$ cat src/shared/ebh_pkg.sv
/*
  Shared constants and types for the external bus pin stage: cycle status
  codes, bus states and timing counts.
  Assumes a single 10 MHz system clock from which the output clock is made.
*/
package ebh_pkg;

  // Active-low cycle status codes, bit 2 is the most significant pin.
  typedef enum logic [2:0] {
    EBH_CYC_INTACK = 3'h0,
    EBH_CYC_IO_RD = 3'h1,
    EBH_CYC_IO_WR = 3'h2,
    EBH_CYC_HALT = 3'h3,
    EBH_CYC_FETCH = 3'h4,
    EBH_CYC_MEM_RD = 3'h5,
    EBH_CYC_MEM_WR = 3'h6,
    EBH_CYC_PASSIVE = 3'h7
  } ebh_cycle_e;

  typedef enum logic [2:0] {
    EBH_ST_TI = 3'h0,
    EBH_ST_T1 = 3'h1,
    EBH_ST_T2 = 3'h2,
    EBH_ST_T3 = 3'h3,
    EBH_ST_T4 = 3'h4,
    EBH_ST_HOLD = 3'h5
  } ebh_state_e;

  localparam int EBH_SYS_CLK_NS = 100;
  // One bus state lasts one output-clock period.
  localparam int EBH_OUTCLK_NS = 200;
  localparam int EBH_PHASES = EBH_OUTCLK_NS / EBH_SYS_CLK_NS;
  // The plain address leads the muxed address by half an output period.
  localparam int EBH_ADDR_LEAD_CYC = EBH_PHASES / 2;

  localparam int EBH_ADDR_W = 20;
  localparam int EBH_DATA_W = 16;
  localparam int EBH_SYNC_STAGES = 2;

  localparam logic [EBH_ADDR_W-1:0] EBH_ADDR_RST = 20'h00000;
  localparam logic [EBH_DATA_W-1:0] EBH_DATA_RST = 16'h0000;
  localparam logic [EBH_DATA_W-1:0] EBH_CFG_RST = 16'h0000;
  localparam logic EBH_STRAP_RST = 1'b1;

endpackage

$ cat src/logic/ebh_sync.sv
/*
  Two-flop synchroniser for a group of pin inputs.
  Assumes the inputs are asynchronous to i_sys_clk; only the second stage is
  visible to the caller.
*/
`timescale 1ns/1ps
module ebh_sync import ebh_pkg::*; #(
  parameter int WIDTH = 1
) (
  input wire logic i_sys_clk,
  input wire logic i_reset,
  input wire logic [WIDTH-1:0] i_async,
  output logic [WIDTH-1:0] o_sync
);

  typedef struct packed {
    logic [WIDTH-1:0] meta;
    logic [WIDTH-1:0] stable;
  } ebh_sync_s;

  ebh_sync_s sync_reg;
  ebh_sync_s sync_next;

  always_comb begin
    sync_next.meta = i_async;
    sync_next.stable = sync_reg.meta;
  end

  always_ff @(posedge i_sys_clk) begin
    if (i_reset) begin
      sync_reg <= '0;
    end else begin
      sync_reg <= sync_next;
    end
  end

  assign o_sync = sync_reg.stable;

endmodule // ebh_sync

$ cat src/logic/ebh_bus_pins.sv
/*
  External local bus pin stage: runs T1..T4 bus cycles for a core request,
  drives status, address, data and strobes, captures reset straps and hands
  the bus to another master on hold.
  Assumes a 10 MHz clock, a synchronous active-high reset, and an outside
  wrapper that resolves the output enables into real pin levels.
*/
// Notes on behaviour
// - Status codes 001, 010, 101, 110 for I/O and memory reads and writes.
// - Fetch shows 100, halt 011, interrupt acknowledge 000, passive 111.
// - Top status bit marks memory, middle status bit marks write direction.
// - Status pins float during hold and reset unless boundary scan is enabled, which keeps the TDO pin driven.
// - With boundary scan enabled the status pins carry TDO, TCK and TMS.
// - Plain address appears half an output period before the muxed address.
// - Plain address pins float during hold and reset.
// - Muxed bus carries address in T1 and data in T2 through T4.
// - A low strap on the byte-enable pin at reset suppresses the address phase.
// - Muxed bus floats during hold and reset.
// - Muxed bus levels are captured into the config register when reset ends.
// - Upper write strobe is byte enable OR write strobe OR inverted address bit 0.
// - Lower write strobe is byte enable OR write strobe OR address bit 0.
// - Hold acknowledge rises at the end of T4 or an idle state.
// - During hold bus outputs float and chip selects are driven high.
// - Hold acknowledge drops and bus drive resumes once hold request goes low.
// - Byte enable with address bit 0 encodes width; asserted T1 through T3.
// - Write strobe is low in T2 and T3 of writes and floats in hold or reset.
`timescale 1ns/1ps
module ebh_bus_pins import ebh_pkg::*; #(
  parameter int AW = EBH_ADDR_W,
  parameter int DW = EBH_DATA_W
) (
  input wire logic i_sys_clk,
  input wire logic i_reset,
  input wire logic i_req_valid,
  input wire logic [2:0] i_req_kind,
  input wire logic [AW-1:0] i_req_addr,
  input wire logic [DW-1:0] i_req_wdata,
  input wire logic i_req_byte_high_enable_n,
  output logic o_req_ready,
  output logic [DW-1:0] o_rdata,
  output logic o_rdata_valid,
  input wire logic i_jtag_enable,
  input wire logic i_jtag_tdo,
  output logic o_jtag_tck,
  output logic o_jtag_tms,
  output logic o_output_clock_primary,
  output logic [2:0] o_cycle_status_n,
  output logic [2:0] o_cycle_status_oe,
  input wire logic [2:0] i_cycle_status_pin,
  output logic [AW-1:0] o_plain_address_bus,
  output logic o_plain_address_oe,
  input wire logic [DW-1:0] i_muxed_addr_data_bus,
  output logic [DW-1:0] o_muxed_addr_data_bus,
  output logic o_muxed_addr_data_oe,
  input wire logic i_byte_high_enable_pin,
  output logic o_byte_high_enable_n,
  output logic o_byte_high_enable_oe,
  output logic o_write_strobe_n,
  output logic o_write_upper_byte_n,
  output logic o_write_lower_byte_n,
  output logic o_transceiver_enable_n,
  output logic o_transfer_direction,
  output logic o_strobes_oe,
  input wire logic i_hold_request,
  output logic o_hold_acknowledge,
  output logic [DW-1:0] o_reset_config_register,
  output logic o_address_phase_enabled,
  input wire logic i_upper_memory_select_n,
  input wire logic i_lower_memory_select_n,
  input wire logic [3:0] i_midrange_memory_selects_n,
  input wire logic [6:0] i_peripheral_selects_n,
  output logic o_upper_memory_select_n,
  output logic o_lower_memory_select_n,
  output logic [3:0] o_midrange_memory_selects_n,
  output logic [6:0] o_peripheral_selects_n
);

  typedef struct packed {
    ebh_state_e st;
    logic ph;
    ebh_cycle_e kind;
    logic [AW-1:0] addr;
    logic [DW-1:0] wdata;
    logic bhe_n;
    logic [DW-1:0] rdata;
    logic rvalid;
    logic [DW-1:0] cfg;
    logic adr_en;
    logic rst_q;
  } ebh_bus_s;

  ebh_bus_s bus_reg;
  ebh_bus_s bus_next;

  logic [DW+4-1:0] pins_sync;
  logic hold_sync;
  logic strap_sync;
  logic [DW-1:0] ad_sync;
  logic float_bus;
  logic is_write;
  logic in_access;

  function automatic logic kind_is_write(input ebh_cycle_e k);
    return (k == EBH_CYC_IO_WR) || (k == EBH_CYC_MEM_WR);
  endfunction

  function automatic logic kind_moves_data(input ebh_cycle_e k);
    return (k != EBH_CYC_HALT) && (k != EBH_CYC_PASSIVE);
  endfunction

  // Hold, strap, muxed bus and scan pins all come from outside this clock.
  ebh_sync #(
    .WIDTH(DW + 4)
  ) u_pin_sync (
    .i_sys_clk(i_sys_clk),
    .i_reset(1'b0),
    .i_async({i_hold_request, i_byte_high_enable_pin, i_cycle_status_pin[1:0],
      i_muxed_addr_data_bus}),
    .o_sync(pins_sync)
  );

  assign hold_sync = pins_sync[DW+3];
  assign strap_sync = pins_sync[DW+2];
  assign ad_sync = pins_sync[DW-1:0];
  assign o_jtag_tck = pins_sync[DW+1];
  assign o_jtag_tms = pins_sync[DW];

  always_comb begin
    bus_next = bus_reg;
    bus_next.ph = ~bus_reg.ph;
    bus_next.rvalid = 1'b0;
    bus_next.rst_q = 1'b0;
    // The reset config is taken on the first cycle out of reset.
    if (bus_reg.rst_q) begin
      bus_next.cfg = ad_sync;
      bus_next.adr_en = strap_sync;
    end
    if (bus_reg.ph) begin
      case (bus_reg.st)
        EBH_ST_TI: begin
          if (hold_sync) begin
            bus_next.st = EBH_ST_HOLD;
          end else if (i_req_valid) begin
            bus_next.st = EBH_ST_T1;
            bus_next.kind = ebh_cycle_e'(i_req_kind);
            bus_next.addr = i_req_addr;
            bus_next.wdata = i_req_wdata;
            bus_next.bhe_n = i_req_byte_high_enable_n;
          end
        end
        EBH_ST_T1: bus_next.st = EBH_ST_T2;
        EBH_ST_T2: bus_next.st = EBH_ST_T3;
        EBH_ST_T3: bus_next.st = EBH_ST_T4;
        EBH_ST_T4: begin
          bus_next.st = hold_sync ? EBH_ST_HOLD : EBH_ST_TI;
          if (!kind_is_write(bus_reg.kind) && kind_moves_data(bus_reg.kind)) begin
            bus_next.rdata = ad_sync;
            bus_next.rvalid = 1'b1;
          end
        end
        EBH_ST_HOLD: begin
          if (!hold_sync) begin
            bus_next.st = EBH_ST_TI;
          end
        end
        default: bus_next.st = EBH_ST_TI;
      endcase
    end
  end

  always_ff @(posedge i_sys_clk) begin
    if (i_reset) begin
      bus_reg.st <= EBH_ST_TI;
      bus_reg.ph <= 1'b0;
      bus_reg.kind <= EBH_CYC_PASSIVE;
      bus_reg.addr <= EBH_ADDR_RST;
      bus_reg.wdata <= EBH_DATA_RST;
      bus_reg.bhe_n <= 1'b1;
      bus_reg.rdata <= EBH_DATA_RST;
      bus_reg.rvalid <= 1'b0;
      bus_reg.cfg <= EBH_CFG_RST;
      bus_reg.adr_en <= EBH_STRAP_RST;
      bus_reg.rst_q <= 1'b1;
    end else begin
      bus_reg <= bus_next;
    end
  end

  // Floating is gated straight from reset so the pins let go at once.
  assign float_bus = i_reset || (bus_reg.st == EBH_ST_HOLD);
  assign is_write = kind_is_write(bus_reg.kind);
  assign in_access = (bus_reg.st == EBH_ST_T2) || (bus_reg.st == EBH_ST_T3);

  assign o_req_ready = !i_reset && (bus_reg.st == EBH_ST_TI) && bus_reg.ph && !hold_sync;
  assign o_rdata = bus_reg.rdata;
  assign o_rdata_valid = bus_reg.rvalid;
  assign o_output_clock_primary = ~bus_reg.ph;
  assign o_hold_acknowledge = (bus_reg.st == EBH_ST_HOLD);
  assign o_reset_config_register = bus_reg.cfg;
  assign o_address_phase_enabled = bus_reg.adr_en;

  // Status shows the cycle code through T1 and T2, then goes passive.
  always_comb begin
    if ((bus_reg.st == EBH_ST_T1) || (bus_reg.st == EBH_ST_T2)) begin
      o_cycle_status_n = bus_reg.kind;
    end else begin
      o_cycle_status_n = EBH_CYC_PASSIVE;
    end
    if (i_jtag_enable) begin
      o_cycle_status_n[2] = i_jtag_tdo;
      o_cycle_status_oe = 3'h4;
    end else begin
      o_cycle_status_oe = float_bus ? 3'h0 : 3'h7;
    end
  end

  // The plain address changes at T1 start, the muxed address one phase later.
  assign o_plain_address_bus = bus_reg.addr;
  assign o_plain_address_oe = !float_bus;

  always_comb begin
    o_muxed_addr_data_bus = bus_reg.wdata;
    o_muxed_addr_data_oe = 1'b0;
    if (!float_bus) begin
      if ((bus_reg.st == EBH_ST_T1) && bus_reg.ph && bus_reg.adr_en) begin
        o_muxed_addr_data_bus = bus_reg.addr[DW-1:0];
        o_muxed_addr_data_oe = 1'b1;
      end else if (is_write && (in_access || (bus_reg.st == EBH_ST_T4))) begin
        o_muxed_addr_data_oe = 1'b1;
      end
    end
  end

  assign o_byte_high_enable_n = !((bus_reg.st == EBH_ST_T1) || in_access) || bus_reg.bhe_n;
  assign o_byte_high_enable_oe = !float_bus;
  assign o_write_strobe_n = !(in_access && is_write);
  assign o_write_upper_byte_n = o_byte_high_enable_n || o_write_strobe_n || !bus_reg.addr[0];
  assign o_write_lower_byte_n = o_byte_high_enable_n || o_write_strobe_n || bus_reg.addr[0];
  assign o_transceiver_enable_n = !(in_access && kind_moves_data(bus_reg.kind));
  assign o_transfer_direction = is_write;
  assign o_strobes_oe = !float_bus;

  // Chip selects are never floated; hold forces them inactive instead.
  assign o_upper_memory_select_n = float_bus || i_upper_memory_select_n;
  assign o_lower_memory_select_n = float_bus || i_lower_memory_select_n;
  assign o_midrange_memory_selects_n = float_bus ? 4'hf : i_midrange_memory_selects_n;
  assign o_peripheral_selects_n = float_bus ? 7'h7f : i_peripheral_selects_n;
endmodule // ebh_bus_pins

$ cat config.mk
export PLATFORM = sky130hd
export DESIGN_NAME = ebh_bus_pins
export DESIGN_NICKNAME = d
export VERILOG_FILES = /design/src/shared/ebh_pkg.sv /design/src/logic/ebh_sync.sv /design/src/logic/ebh_bus_pins.sv
export SDC_FILE = /design/constraint.sdc
export NUM_CORES = 1
export LEC_CHECK = 0
export BUFFER_PORTS_ARGS = -buffer_cell sky130_fd_sc_hd__buf_2
export CAP_MARGIN = 5
export CORE_ASPECT_RATIO = 0.8
export CORE_MARGIN = 10
export CORE_UTILIZATION = 55
export CTS_BUF_LIST = sky130_fd_sc_hd__clkbuf_2
export DETAILED_ROUTE_END_ITERATION = 8
export PLACE_DENSITY = 0.87
export SETUP_SLACK_MARGIN = 0.05
export SYNTH_ARGS = -nofsm -noshare
export SYNTH_HDL_FRONTEND = slang
export SYNTH_SLANG_ARGS = --single-unit
$ cat constraint.sdc
create_clock -name i_sys_clk -period 4.4 [get_ports i_sys_clk]
set_clock_uncertainty 0.1 [all_clocks]
set_input_delay 0.44 -clock i_sys_clk [delete_from_list [all_inputs] [get_ports i_sys_clk]]
set_output_delay 0.44 -clock i_sys_clk [all_outputs]
set_load 0.005 [all_outputs]
== Word level (Yosys, flattened, before mapping) ==
Index checks and enable logic that the tools add are counted.
W data, S select, Z words.

* Memory bits (writable): 0
* Logic and storage cells: 80
* Bits in read-only memories: 0
* Memories kept: 0
* Latch bits: 0
* Flip-flop bits (word level): 119
* Output and inout bits: 104

* Equality and inequality tests: 11
* $mul: 0
* Bitwise gates (word level): 3
* Reduce and logical (&&, ||, !) cells: 35
* $add $sub $neg: 0
* Shift operators: 0
* Magnitude comparators: 0
* Divide/modulo/power cells: 0
* Muxes and demuxes: 18

{| class="wikitable"
|+ Operators by type and width
! operator !! count
|-
| $mux W16 || 2
|-
| $mux W3 || 7
|-
| $pmux W3 S6 || 1
|-
| $mux W17 || 1
|-
| $logic_or A1 B1 Y1 || 12
|-
| $logic_and A1 B1 Y1 || 10
|-
| $eq A3 B2 Y1 const B || 3
|-
| $eq A3 B3 Y1 const B || 3
|-
| $logic_not A1 Y1 || 8
|-
| $mux W7 || 1
|-
| $ne A3 B2 Y1 const B || 2
|-
| $reduce_and A3 Y1 || 2
|-
| $mux W1 || 5
|-
| $mux W4 || 1
|-
| $reduce_and A4 Y1 || 1
|-
| $eq A3 B1 Y1 const B || 1
|-
| $logic_not A3 Y1 || 1
|-
| $ne A3 B3 Y1 const B || 1
|-
| $not A1 Y1 || 3
|-
| $reduce_or A3 Y1 || 1
|-
| $ne A2 B2 Y1 const B || 1
|}

== Longest topological paths before layout ==
* Depth in word-level cells: 7
* Mapped depth: 6

== Cells and area by module ==
Synthesis repeated with hierarchy kept, for this count alone.

* Cell total of the unflattened synthesis: 527
* Area, all modules: 5455.2 µm²

{| class="wikitable"
|+ Modules (own cells, without submodules)
! module !! area an instance (µm²) !! cells each !! instances !! sequential area each (µm²)
|-
| ebh_bus_pins || 4299.1 || 443 || 1 || 1581.5
|-
| ebh_sync || 1156.1 || 84 || 1 || 800.8
|}

== Worst setup path after synthesis ==
Ideal clock, no wire load.

* Path kind: input port to output port
* From: in i_reset
* To: out o_cycle_status_oe[1]
* Arrival: 1.395 ns
* Setup slack: 2.465 ns
* Data required time: 3.860 ns
* Stages on the path: 5
* Path through: clkbuf_1 clkbuf_1 buf_2 nor3_1 buf_4

* Cells in the longest elaborated chain, start to end: 3

{| class="wikitable"
|+ Ends and longest elaborated chain
! item !! line !! RTL
|-
| from (decl) || ebh_bus_pins.sv:33 || <nowiki>input wire logic i_reset,</nowiki>
|-
| $logic_or A1 B1 Y1 || ebh_bus_pins.sv:190 || <nowiki>assign float_bus = i_reset || (bus_reg.st == EBH_ST_HOLD);</nowiki>
|-
| $mux W3 || ebh_bus_pins.sv:213 || <nowiki>o_cycle_status_oe = float_bus ? 3'h0 : 3'h7;</nowiki>
|-
| $mux W3 || ebh_bus_pins.sv:209 || <nowiki>if (i_jtag_enable) begin</nowiki>
|-
| to (decl) || ebh_bus_pins.sv:48 || <nowiki>output logic [2:0] o_cycle_status_oe,</nowiki>
|}

No other way between the ends.

== Final worst setup path ==
* From: reg bus_reg[75] in the netlist's numbering
* To: out o_muxed_addr_data_bus[3]

* Cells in the longest elaborated chain, start to end: 4

{| class="wikitable"
|+ Ends and longest elaborated chain
! item !! line !! RTL
|-
| from (decl) || ebh_bus_pins.sv:92 || <nowiki>ebh_bus_s bus_reg;</nowiki>
|-
| from (signal assigned) || ebh_bus_pins.sv:185 || <nowiki>bus_reg <= bus_next;</nowiki>
|-
| $logic_and A1 B1 Y1 (2 in series) || ebh_bus_pins.sv:225 || <nowiki>if ((bus_reg.st == EBH_ST_T1) && bus_reg.ph && bus_reg.adr_en) begin</nowiki>
|-
| $mux W16 || ebh_bus_pins.sv:225 ||
|-
| $mux W16 || ebh_bus_pins.sv:224 || <nowiki>if (!float_bus) begin</nowiki>
|-
| to (decl) || ebh_bus_pins.sv:53 || <nowiki>output logic [DW-1:0] o_muxed_addr_data_bus,</nowiki>
|}

No other way between the ends.

==> results.ini <==
[drt]
viasPerCell = 4.77
drt_pre_antenna_iters = 4
vias = 3770
drc = 0
antenna_left = 0
initialDrtViolationCount = 225
wl_um = 12600
post_drt_wl_per_cell_um = 16.0

[clock_tree]
cts_max_path_buffers = 2
root_buffer = clkbuf_2
cts_tree = yes
ctsHoldBuffers = 60
cts_max_level = 4
cts_setup_buffers = 0
cts_num_sinks = 119
clock_latency_ns = 0.66
cts_resized = 0
clk_pin_slew_ns = 0.20
cts_inserted_buffers = 17

[power]
power_mw = 2.15
total_leakage_power_nw = 2.89
p_seq_frac = 0.539
p_sw_frac = 0.260
pwr-share-clk = 0.352
cellPowerDensity_nw_per_um2 = 335
peakVddDrop_uv = 350
intPower_mw = 1.59
p_comb_frac = 0.110
power.switching_uw = 558

[run_status]
status = completed

[synthesis]
syn_inst = 483
synth_area_um2 = 5090
syn_nets = 562
ys_ff_latch = 119
synth.distinct_cells = 35
yosys.area.top_type = dfxtp_1
synth_flop_cell = dfxtp_1
synth.top_cell.area_share = 0.468
syn_avg_cell_area_um2 = 10.5
ys_warn_count = 0
ys_top_cells_by_area = dfxtp_1 (47%), nand2b_1 (15%), mux2i_1 (14%)
ys_seq_area_frac = 0.468
synth.top_cells.by_count = nand2b_1 (120), dfxtp_1 (119), mux2i_1 (72)
yosysMostFrequentCell = nand2b_1
synth_edf_count = 0
ys_async_sr_fraction = 0

[finish]
largest_reg_flops = 25
nets = 740
nFillCells = 650
multi_input_area_um2 = 2080
drive_gt1_frac = 0.346
final-seq-area_um2 = 2380
layout-area-overhead-vs-synth_pct = 26.1

[worst_hold_path]
min-delay-start = u_pin_sync.sync_next[11]
hold_path_class = reg2reg

[die]
ioPinCount = 183
start_util = 0.563
die-area_um2 = 13500
die_w_um = 128
rows = 31
core-area_um2 = 9040
dieHeight_um = 106

[global_route]
gr-usage-all-layers = 0.183
grt_pass1_vias = 3924
grt_overflow = 0
antenna_found_initial = 1
grt_pass1_wl_um = 20100
grt_max_degree = 139

[timing]
fin_crit_sh = 0.794
worst_pin_slew_ns = 1.17
report.final.slew_viol_count = 0
finalSetupTns_ns = 0
relSlewSlack = 0.221
hold_viol = 0
setup_viol = 0
period_minus_slack_ns = 3.49
rsz0062_at_grt = no
clock.fmax_ghz = 0.286

[worst_setup_path]
start_kind = flop
cp-end-kind = primary output
setup.worst_path.start = bus_reg[75]
rr_startpoint = bus_reg[78]
cpLargestDelayFamily = simple AND/OR/NAND/NOR gates
cp.required_ns = 3.86
path_cells = nor3b_1 -> and3_1 -> mux2_2 -> buf_2
cp_slowest_cell = and3_1
crit_buf_inv = 1
critPathMaxStageDelay_ns = 0.86
cp.arrival_ns = 2.95
worstPathMaxFanout = 17
criticalPathCategory = reg2out

[placed_design]
io_buffers = 181
hpwlAfterDp_um = 8220
gp_congestion = 0.799

[flow_run]
maxCapViolCount = 0

worst paths after layout:
check | end | slack [ns] | cells after the start
max reg2reg | o_rdata[15] | 2.20 | 2
min reg2reg | u_pin_sync.o_sync[11] | 0.24 | 0
max | o_muxed_addr_data_bus[3] | 0.91 | 4
min | u_pin_sync.o_sync[11] | 0.24 | 0
cells by family (layout without fill, tap and decap cells):
group | after synthesis | count (layout) | share of synthesized area
compound gates | 12 | 12 | 0.0150
buf+inv | 87 | 278 | 0.123
mux | 88 | 88 | 0.184
simple gates | 177 | 177 | 0.210
flops | 119 | 119 | 0.468
other cells | 0 | 1 | 0
layout make-up:
| type | instances | share of cell area |
|---|---|---|
| inverter | 2 | 0.00117 |
| tap | 115 | 0.0224 |
| clock buffer | 18 | 0.0140 |
| clock inverter | 14 | 0.0271 |
| sequential | 119 | 0.371 |
| antenna | 1 | 0.000390 |
| timing repair buffer | 244 | 0.239 |
| multi-input combinational | 277 | 0.324 |
stage by stage:
stage / hold WS [ns] / setup WS [ns] / cells / cell area, um2 / util
2_1_floorplan: 0.210 / 2.46 / 483 / 5090 / -
3_3_place_gp: 0.210 / 1.75 / 696 / 5540 / 0.613
3_5_place_dp: 0.212 / 1.65 / 696 / 5540 / 0.613
4_1_cts: 0.0143 / 0.848 / 788 / 6400 / 0.708
5_1_grt: 0.196 / 0.648 / 790 / 6410 / 0.710
6_report: 0.235 / 0.907 / 790 / 6410 / 0.710
layout by cell type (no fill, tap or decap), types with 2 or more instances in the layout:
| cell | count |
|---|---|
| buf_4 | 3 |
| nor3b_1 | 2 |
| nand2_1 | 4 |
| o21ai_0 | 3 |
| dfxtp_1 | 119 |
| mux2_4 | 9 |
| mux2_2 | 7 |
| a21oi_1 | 4 |
| inv_1 | 2 |
| nor2_1 | 28 |
| clkinv_1 | 2 |
| nand2b_1 | 120 |
| buf_2 | 180 |
| nor3_1 | 3 |
| or3_1 | 4 |
| nor2b_1 | 5 |
| bufinv_16 | 3 |
| clkinv_4 | 3 |
| clkbuf_2 | 18 |
| dlygate4sd3_1 | 61 |
| mux2i_1 | 72 |
| inv_6 | 3 |
| nand3b_1 | 2 |
power by group through the flow:
| stage | clock network (mW) | logic [mW] | registers [mW] |
|---|---|---|---|
| 2_1_floorplan | 0 | 0.145 | 1.16 |
| 3_3_place_gp | 0 | 0.183 | 1.17 |
| 6_report | 0.755 | 0.235 | 1.16 |
| 4_1_cts | 0.772 | 0.233 | 1.16 |
| 3_5_place_dp | 0 | 0.190 | 1.18 |
| 5_1_grt | 0.826 | 0.258 | 1.16 |
metal layers:
metal,GRT usage,share of wire,vias to the layer above
met2,0.321,0.50,125
met1,0.189,0.39,1752
met3,0.0829,0.087,23
met5,0,0,-
met4,0.0706,0.018,0
li1,-,-,1870
Note: power is estimated with default switching activity, not from simulation.
